### src/core/bfdr_pkg.sv
// Shared constants and carrier types for the bridge fault supervisor.
// Assumes a single 25 MHz clock and a 32-bit APB register bus.
package bfdr_pkg;

	localparam int CLK_HZ = 25_000_000;
	localparam int ISD_FILT_NS = 1000;
	localparam int RECHK_NS = 3250;
	localparam int RECOV_TMO_MS = 300;
	// Least times round up to whole cycles.
	localparam int ISD_CYC = (ISD_FILT_NS * (CLK_HZ / 1_000_000) + 999) / 1000;
	localparam int CHK_CYC = (RECHK_NS * (CLK_HZ / 1_000_000) + 999) / 1000;
	localparam int RECOV_TMO_CYC = RECOV_TMO_MS * (CLK_HZ / 1000);
	localparam int ISD_W = $clog2(ISD_CYC + 1);
	localparam int CHK_W = $clog2(CHK_CYC + 1);

	localparam int ADDR_W = 8;
	localparam logic [7:0] CTRL_OFS = 8'h00;
	localparam logic [7:0] STAT_OFS = 8'h04;
	localparam logic [7:0] REL_OFS = 8'h08;

	localparam int CTRL_LATCHED = 0;
	localparam int CTRL_SPI_PWM0 = 1;
	localparam int CTRL_SPI_PWM1 = 2;
	localparam int CTRL_HALF = 3;

	localparam int STAT_OC0 = 0;
	localparam int STAT_OC1 = 1;
	localparam int STAT_OT = 2;
	localparam int STAT_VBAT_UV = 3;
	localparam int STAT_VCC_UV = 4;
	localparam int STAT_OPEN0 = 5;
	localparam int STAT_OPEN1 = 6;
	localparam int STAT_LVUV = 10;

	typedef struct packed {
		logic latched;
		logic [1:0] spi_pwm;
		logic half_bridge;
	} bfdr_ctrl_t;

	localparam bfdr_ctrl_t CTRL_RST = '0;

	typedef enum logic [1:0] {
		BFDR_REG_CTRL = 2'b00,
		BFDR_REG_STAT = 2'b01,
		BFDR_REG_REL = 2'b10,
		BFDR_REG_NONE = 2'b11
	} bfdr_reg_t;

endpackage

### src/core/bfdr_chan.sv
// One bridge channel: over-current filter, tri-state, recovery and re-check.
// Assumes enable edges and release commands arrive as one-cycle pulses.
`timescale 1ns/1ps
`default_nettype none
module bfdr_chan #(
	parameter int TMO_CYC = bfdr_pkg::RECOV_TMO_CYC
) (
	// Clock and reset
	input wire logic clk,
	input wire logic rst,
	// Mode
	input wire logic latched_mode,
	input wire logic spi_pwm,
	input wire logic half_bridge,
	// Events
	input wire logic [1:0] oc_raw,
	input wire logic enabled,
	input wire logic en_edge,
	input wire logic pin_edge,
	input wire logic rel_cmd,
	input wire logic duty_on,
	// Results
	output logic [1:0] hiz,
	output logic oc_stat,
	output logic fault_pin_n_low
);
	import bfdr_pkg::*;

	localparam int TW = $clog2(TMO_CYC + 1);

	typedef struct packed {
		logic [1:0][ISD_W-1:0] filt;
		logic [1:0] hiz;
		logic pend;
		logic tmo_run;
		logic [TW-1:0] tmo;
		logic chk_run;
		logic [CHK_W-1:0] chk;
		logic oc_stat;
		logic fault_pin_n_low;
	} bfdr_chan_t;

	bfdr_chan_t s;
	bfdr_chan_t next_s;
	logic [1:0] trip;
	logic tmo_done;
	logic rel_ok;

	always_comb begin
		next_s = s;
		trip = 2'b00;
		for (int i = 0; i < 2; i++) begin
			if (!oc_raw[i] || s.hiz[i]) begin
				next_s.filt[i] = '0;
			end else if (s.filt[i] == ISD_W'(ISD_CYC - 1)) begin
				trip[i] = 1'b1;
			end else begin
				next_s.filt[i] = s.filt[i] + 1'b1;
			end
		end
		// A latched channel never times out.
		tmo_done = s.tmo_run && !latched_mode &&
			s.tmo == TW'(TMO_CYC - 1);
		if (s.tmo_run && s.tmo != TW'(TMO_CYC - 1)) begin
			next_s.tmo = s.tmo + 1'b1;
		end
		if (en_edge || rel_cmd || tmo_done) begin
			next_s.tmo_run = 1'b0;
		end
		// While disabled only the enabling edge may release.
		rel_ok = en_edge || (enabled && (rel_cmd || tmo_done));
		if (|s.hiz) begin
			if (rel_ok && spi_pwm && !half_bridge && !en_edge) begin
				next_s.pend = 1'b1;
			end else if (rel_ok || (s.pend && duty_on && enabled)) begin
				next_s.hiz = 2'b00;
				next_s.pend = 1'b0;
				next_s.tmo_run = 1'b0;
				next_s.chk_run = 1'b1;
				next_s.chk = '0;
			end
		end
		if (s.chk_run) begin
			if (s.chk == CHK_W'(CHK_CYC - 1)) begin
				next_s.chk_run = 1'b0;
				if (!(|oc_raw)) begin
					next_s.oc_stat = 1'b0;
				end
			end else begin
				next_s.chk = s.chk + 1'b1;
			end
		end
		if (pin_edge) begin
			next_s.fault_pin_n_low = 1'b0;
		end
		// A new trip overrides any clear in the same cycle.
		if (|trip) begin
			next_s.hiz = s.hiz | (half_bridge ? trip : 2'b11);
			next_s.oc_stat = 1'b1;
			next_s.fault_pin_n_low = 1'b1;
			next_s.tmo_run = 1'b1;
			next_s.tmo = '0;
			next_s.chk_run = 1'b0;
			next_s.pend = 1'b0;
		end
	end

	always_ff @(posedge clk or posedge rst) begin
		if (rst) begin
			s <= '0;
		end else begin
			s <= next_s;
		end
	end

	assign hiz = s.hiz;
	assign oc_stat = s.oc_stat;
	assign fault_pin_n_low = s.fault_pin_n_low;

endmodule
`default_nettype wire

### src/core/bfdr_top.sv
// Fault supervision and recovery for a dual-channel H-bridge driver.
// Assumes all pin and sensor inputs are synchronous to clk, and an APB
// master on the register side.
`timescale 1ns/1ps
`default_nettype none
module bfdr_top #(
	parameter int TMO_CYC = bfdr_pkg::RECOV_TMO_CYC
) (
	// Clock and reset
	input wire logic clk,
	input wire logic rst,
	// APB slave
	input wire logic psel,
	input wire logic penable,
	input wire logic pwrite,
	input wire logic [bfdr_pkg::ADDR_W-1:0] paddr,
	input wire logic [31:0] pwdata,
	output logic [31:0] prdata,
	output logic pready,
	output logic pslverr,
	// Enable pins, per channel
	input wire logic [1:0] drive_enable_high,
	input wire logic [1:0] drive_enable_low_n,
	// Duty-on points of the serial-set PWM generator, per channel
	input wire logic [1:0] duty_on,
	// Fault sensors
	input wire logic [3:0] oc_raw,
	input wire logic thermal_shutdown,
	input wire logic [1:0] open_load,
	input wire logic vbat_uv,
	input wire logic vcc_uv,
	// Bridge and fault pins; bit 0 is bridge_out_a up to bit 3 bridge_out_d
	output logic [3:0] bridge_out_hiz,
	output logic [1:0] fault_pin_n
);
	import bfdr_pkg::*;

	typedef struct packed {
		bfdr_ctrl_t ctrl;
		logic lvuv;
		logic [1:0] en_prev;
		logic [1:0] enb_prev;
		logic [1:0] rel;
		logic pready;
		logic pslverr;
		logic [31:0] prdata;
		logic [3:0] hiz;
		logic [1:0] fault_n;
	} bfdr_top_t;

	bfdr_top_t s;
	bfdr_top_t next_s;
	logic [1:0] enabled;
	logic [1:0] was_enabled;
	logic [1:0] en_edge;
	logic [1:0] pin_edge;
	logic [1:0] ch_oc;
	logic [1:0] ch_fault_pin_n;
	logic [3:0] ch_hiz;
	logic supply_uv;
	logic access;
	bfdr_reg_t sel;
	logic [31:0] stat_word;

	function automatic bfdr_reg_t reg_of(input logic [ADDR_W-1:0] a);
		unique case (a)
			CTRL_OFS: reg_of = BFDR_REG_CTRL;
			STAT_OFS: reg_of = BFDR_REG_STAT;
			REL_OFS: reg_of = BFDR_REG_REL;
			default: reg_of = BFDR_REG_NONE;
		endcase
	endfunction

	assign enabled = drive_enable_high & ~drive_enable_low_n;
	assign was_enabled = s.en_prev & ~s.enb_prev;
	assign en_edge = enabled & ~was_enabled;
	assign pin_edge = (drive_enable_high & ~s.en_prev) |
		(~drive_enable_low_n & s.enb_prev);
	assign supply_uv = vbat_uv | vcc_uv;

	genvar g;
	generate
		for (g = 0; g < 2; g++) begin : gen_chan
			bfdr_chan #(
				.TMO_CYC(TMO_CYC)
			) u_chan (
				.clk(clk),
				.rst(rst),
				.latched_mode(s.ctrl.latched),
				.spi_pwm(s.ctrl.spi_pwm[g]),
				.half_bridge(s.ctrl.half_bridge),
				.oc_raw(oc_raw[2*g+1:2*g]),
				.enabled(enabled[g]),
				.en_edge(en_edge[g]),
				.pin_edge(pin_edge[g]),
				.rel_cmd(s.rel[g]),
				.duty_on(duty_on[g]),
				.hiz(ch_hiz[2*g+1:2*g]),
				.oc_stat(ch_oc[g]),
				.fault_pin_n_low(ch_fault_pin_n[g])
			);
		end
	endgenerate

	always_comb begin
		stat_word = 32'h0000_0000;
		stat_word[STAT_OC0] = ch_oc[0];
		stat_word[STAT_OC1] = ch_oc[1];
		stat_word[STAT_OT] = thermal_shutdown;
		stat_word[STAT_VBAT_UV] = vbat_uv;
		stat_word[STAT_VCC_UV] = vcc_uv;
		stat_word[STAT_OPEN0] = open_load[0];
		stat_word[STAT_OPEN1] = open_load[1];
		stat_word[STAT_LVUV] = s.lvuv;
	end

	always_comb begin
		next_s = s;
		sel = reg_of(paddr);
		access = psel && penable && s.pready;
		next_s.en_prev = drive_enable_high;
		next_s.enb_prev = drive_enable_low_n;
		next_s.rel = 2'b00;
		// One wait state lets read data come from a flip-flop.
		next_s.pready = psel && penable && !s.pready;
		if (psel && penable && !s.pready) begin
			next_s.pslverr = (sel == BFDR_REG_NONE);
			next_s.prdata = 32'h0000_0000;
			if (!pwrite) begin
				unique case (sel)
					BFDR_REG_CTRL: begin
						next_s.prdata[CTRL_LATCHED] = s.ctrl.latched;
						next_s.prdata[CTRL_SPI_PWM0] = s.ctrl.spi_pwm[0];
						next_s.prdata[CTRL_SPI_PWM1] = s.ctrl.spi_pwm[1];
						next_s.prdata[CTRL_HALF] = s.ctrl.half_bridge;
					end
					BFDR_REG_STAT: next_s.prdata = stat_word;
					default: next_s.prdata = 32'h0000_0000;
				endcase
			end
		end else if (access) begin
			next_s.pslverr = 1'b0;
		end
		if (access && pwrite) begin
			unique case (sel)
				BFDR_REG_CTRL: begin
					// Fields follow the package bit positions, not the
					// packing order of the struct.
					next_s.ctrl.latched = pwdata[CTRL_LATCHED];
					next_s.ctrl.spi_pwm = {pwdata[CTRL_SPI_PWM1],
						pwdata[CTRL_SPI_PWM0]};
					next_s.ctrl.half_bridge = pwdata[CTRL_HALF];
				end
				BFDR_REG_REL: next_s.rel = pwdata[1:0];
				BFDR_REG_STAT: begin
					if (pwdata[STAT_LVUV]) begin
						next_s.lvuv = 1'b0;
					end
				end
				default: next_s.rel = 2'b00;
			endcase
		end
		if (|en_edge) begin
			next_s.lvuv = 1'b0;
		end
		// A live VCC under-voltage wins over any clear in the same cycle.
		if (vcc_uv) begin
			next_s.lvuv = 1'b1;
		end
		// Supply and thermal faults release by themselves as they clear.
		next_s.hiz = ch_hiz | {{2{~enabled[1]}}, {2{~enabled[0]}}} |
			{4{thermal_shutdown | supply_uv}};
		for (int i = 0; i < 2; i++) begin
			next_s.fault_n[i] = !(ch_fault_pin_n[i] | thermal_shutdown |
				supply_uv | (|open_load));
		end
	end

	always_ff @(posedge clk or posedge rst) begin
		if (rst) begin
			s <= '0;
			s.ctrl <= CTRL_RST;
			s.hiz <= 4'hF;
			s.fault_n <= 2'b00;
			s.enb_prev <= 2'b11;
		end else begin
			s <= next_s;
		end
	end

	assign prdata = s.prdata;
	assign pready = s.pready;
	assign pslverr = s.pslverr;
	assign bridge_out_hiz = s.hiz;
	assign fault_pin_n = s.fault_n;

endmodule
`default_nettype wire

### config.mk
export PLATFORM = sky130hd
export DESIGN_NAME = bfdr_top
export DESIGN_NICKNAME = d
export VERILOG_FILES = /design/src/core/bfdr_pkg.sv /design/src/core/bfdr_chan.sv /design/src/core/bfdr_top.sv
export SDC_FILE = /design/constraint.sdc
export NUM_CORES = 1
export LEC_CHECK = 0
export BUFFER_PORTS_ARGS = -buffer_cell sky130_fd_sc_hd__buf_4
export CAP_MARGIN = 30
export CORE_MARGIN = 2
export CORE_UTILIZATION = 25
export CTS_BUF_LIST = sky130_fd_sc_hd__clkbuf_8
export CTS_CLUSTER_SIZE = 24
export DETAILED_ROUTE_END_ITERATION = 16
export MAX_ROUTING_LAYER = met4
export PLACE_DENSITY = 0.51
export SYNTH_ARGS = -nofsm -noshare
export SYNTH_HDL_FRONTEND = slang
export SYNTH_SLANG_ARGS = --single-unit
export TNS_END_PERCENT = 30
### constraint.sdc
create_clock -name clk -period 9.18 [get_ports clk]
set_input_delay 0.459 -clock clk [delete_from_list [all_inputs] [get_ports clk]]
set_output_delay 0.459 -clock clk [all_outputs]
set_load 0.03 [all_outputs]
After elaboration in Yosys (flattened, before gate mapping) --
Cells that the tools add are included.
Storage, ports and cells: flip-flop bits (word level) 145, bits of input ports 60, output and inout bits 40, word-level logic and storage cells 237
Operators by class: $add $sub $neg 8, eq/ne operators 23, muxes and demuxes 67, bitwise gates (word level) 24, reduce and logical (&&, ||, !) cells 83
Operators with widths (number):
- $mux 28 | 2
- $mux 8 | 6
- $add 23x1->23 const B | 2
- $eq 23x23->1 const B | 2
- $mux 23 | 2
- $ne 23x23->1 const B | 2
- $mux 5 | 8
- $mux 32 | 1
- $mux 1 | 29
- $reduce_bool 2->1 | 13
- $logic_and 1x1->1 | 22
- $mux 7 | 3
- $add 5x1->5 const B | 4
- $eq 5x5->1 const B | 4
- $mux 9 | 2
- $mux 2 | 8
- $mux 4 | 4
- $reduce_or 2->1 | 8
- $reduce_and 3->1 | 5
- $reduce_bool 3->1 | 5
- $add 7x1->7 const B | 2
- $eq 7x7->1 const B | 2
- $logic_or 1x1->1 | 14
- $logic_not 1->1 | 11
- other kinds (17) | 44

Longest topological paths before layout --
word-level depth 14, gate-level depth with buffers 8, mapped depth without buffers 8

Hierarchy --
From an unflattened synthesis, not the netlist that was laid out.
Unflattened totals: cells, all modules 717, area total of the unflattened synthesis 6896.6 sq um
Modules (own cells, without submodules):
- bfdr_chan | times used 2, cells an instance 289, area each 2726.4 sq um
- bfdr_top | times used 1, cells an instance 139, area each 1443.9 sq um

Worst setup path before layout --
Ideal clock, no wire load.
kind reg-to-reg, from reg gen_chan[1].u_chan.s[19] (netlist name), to reg gen_chan[1].u_chan.s[9] (netlist name), arrival 1.914 ns, data required time 9.100 ns, setup slack 7.186 ns, stages on the path, launching flop included 7, buffers on the path 0, path through dfrtp_1 or4b_4 nor4_4 and4_1 o21ai_2 or3_1 a21oi_1
RTL lines:
- start: declaration | RTL line bfdr_chan.sv:43 | bfdr_chan_t s;
- start signal: assignment | RTL line bfdr_chan.sv:112 | s <= next_s;

==> impl_metrics.toml <==
[run]
drv_cap = 0

[detailed_routing]
vias_per_cell = 4.43
drt_iter0_drc = 275
totalWireLength_um = 14000
routedWlPerCell_um = 13.5
ant_nets = 0
dr.pass1.iters = 4
route.detailed.drc = 0
vias = 4585

[outcome]
outcome = "completed"

[setup_path]
crit_path_start = "gen_chan[0].u_chan.s[15]"
critical_path.max_stage_delay_ns = 0.57
worst-path-max-fanout = 6
worstSetupEndpointType = "flip-flop"
cp_top_family = "simple AND/OR/NAND/NOR gates"
rr_worst_depth = 6
worstPathRequired_ns = 9.49
worstPathArrival_ns = 2.64
cp_slowest_cell = "or4bb_1"
crit_path_start_kind = "flip-flop"
worstReg2RegEnd = "gen_chan[0].u_chan.s[33]"
crit_buf_inv = 0
path_cells = "or4bb_1, nor3_2, a31oi_1, a21o_1, nor2_1, o21ai_0"
reg2reg_from = "gen_chan[0].u_chan.s[15]"
setup.worst_path.class = "reg2reg"
r2r_slack_ns = 6.85

[timing]
maxSlewViolCount = 0
hold_viol_final = 0
period_share_pct = 25.4
setup_slack_ns = 6.85
fin_setup_tns_ns = 0
tightest_slew_ns = 0.878
period_needed_ns = 2.33
finClkSkew_ns = 0.00881
slew_headroom_pct = 41.5
rsz0062_at_grt = "false"
max_freq_ghz = 0.429
setup_violations = 0
timing.hold.ws_ns = 0.128

[floorplanning]
initial_core_util_pct = 25.6
rows = 57
ios = 100
die_w_um = 162
core_mm2 = 0.0245
dieArea_mm2 = 0.0264
die_h_um = 162

[synthesis]
synth_area_per_cell_um2 = 9.58
ys.flop_type = "dfrtp_1"
ys_seq_elements = 121
netlist_instances = 654
synthArstFlopShare_pct = 100
syn_area_mm2 = 0.00627
yosysUniqueCellTypes = 56
synth_edf_count = 0
seq_area_frac_synth_pct = 48.4
synth-warning-count = 0

[hold_path]
hold_class = "in2async"

[global_route]
overflow = 0
grt_pass1_wl_um = 23000
grt.total_usage_pct = 11.5
grt_max_degree = 67
grt_pass1_vias = 4441
antenna_found_initial = 0

[place]
portBuffers = 48
place_area_mm2 = 0.00683
place.gp.congestion = 0.752
preCtsSetupSlack_ns = 6.84
placedCellCount = 1003
dp_hpwl_um = 9890

[clock_tree]
clkSinkCount = 121
cts_root_buffer = "clkbuf_8"
cts_resized = 0
cts_buffers = 17
cts_tree = "done"
htree_num_levels = 4
cts_buffer_depth = 2
postCtsSetupRepairBufs = 0
clk_latency_ns = 0.44
path_clk_slew_ns = 0.08
cts_hold_buf = 0

[cells_and_area]
antenna_cells = 0
drive_above_1_share_pct = 14.9
final_common_cell = "dfrtp_1"
utilization_pct = 29.4
syn_to_final_growth_pct = 14.6
stdcell_area_mm2 = 0.00718
fin_cells = 1035
layout_common_cells = "dfrtp_1 (115), nor2_1 (83), nand2_1 (68)"
finalNetCount = 772

[pwr]
irDropWorstVdd_mv = 0.0764
leakage_nw = 3.17
powerDensity_mw_per_mm2 = 189
finalPower_mw = 1.36
sequential cells by signal (all words and copies together) (netlist names):
name	flops
gen_chan.u_chan.fault_pin_n_low	2
gen_chan.u_chan.oc_stat	2
pready	1
bridge_out_hiz	4
gen_chan.u_chan.hiz	4
pslverr	1
fault_pin_n	2
s	11
prdata	8
gen_chan.u_chan.s	86
per-layer routing:
| layer | vias up | GRT usage [%] | part of all wire [%] |
|---|---|---|---|
| li1 | 2304 | - | - |
| met1 | 2210 | 14.9 | 48 |
| met2 | 58 | 17.7 | 48 |
| met3 | 13 | 2.70 | 3.1 |
| met4 | 0 | 3.90 | 1.1 |
| met5 | - | - | 0 |
final cells by class:
| class | instances | area (µm²) |
|---|---|---|
| clock buffers | 18 | 248 |
| clock inverters | 14 | 109 |
| fillers | 2589 | 17300 |
| inverters | 30 | 115 |
| multi-input cells | 476 | 2880 |
| flip-flops and latches | 121 | 3040 |
| well taps | 324 | 405 |
| repair buffers | 52 | 388 |
logic make-up (layout without fill, tap and decap cells):
kind of cell | Yosys count | count (layout) | share of synthesized area (%)
xor gates and xnor gates | 56 | 56 | 7.82
muxes | 12 | 12 | 2.00
and+or+nand+nor | 291 | 291 | 24.0
adders and majority gates | 14 | 14 | 2.79
AOI/OAI and AO/OA | 79 | 79 | 7.84
buffers and inverters | 80 | 114 | 7.09
other | 1 | 24 | 0.0598
DFF | 121 | 121 | 48.4
cells in the mapped netlist, types with 10 or more instances:
library cell	n	area (µm²)
a21oi_1	20	100
buf_4	38	285
xor2_1	45	394
o21ai_0	23	115
ha_1	14	175
dfrtp_1	115	2880
nand3_1	28	140
nor3_1	19	95.1
inv_1	30	113
nand4_1	24	150
nor2_1	83	312
clkbuf_1	11	41.3
or3_1	10	62.6
xnor2_1	11	96.3
nand2_1	68	255
worst max path at each step:
stage,to,slack [ns],depth (start not counted)
finish,gen_chan[0].u_chan.s[33],6.85,6
global route,gen_chan[0].u_chan.s[9],6.63,6
CTS,gen_chan[0].u_chan.s[33],6.82,6
detailed placement,gen_chan[0].u_chan.s[4],6.84,6
global placement,gen_chan[0].u_chan.s[33],6.85,6
floorplan,fault_pin_n[0],5.52,1
where the power goes:
part           internal, mW  switching, mW  total (mW)  leakage, nW
combinational        0.0948          0.130       0.225         1.42
sequential            0.607         0.0855       0.693         1.56
clock                 0.216          0.226       0.443        0.185
total                 0.918          0.442        1.36         3.17
No activity file was read; power rests on OpenSTA's default activity.
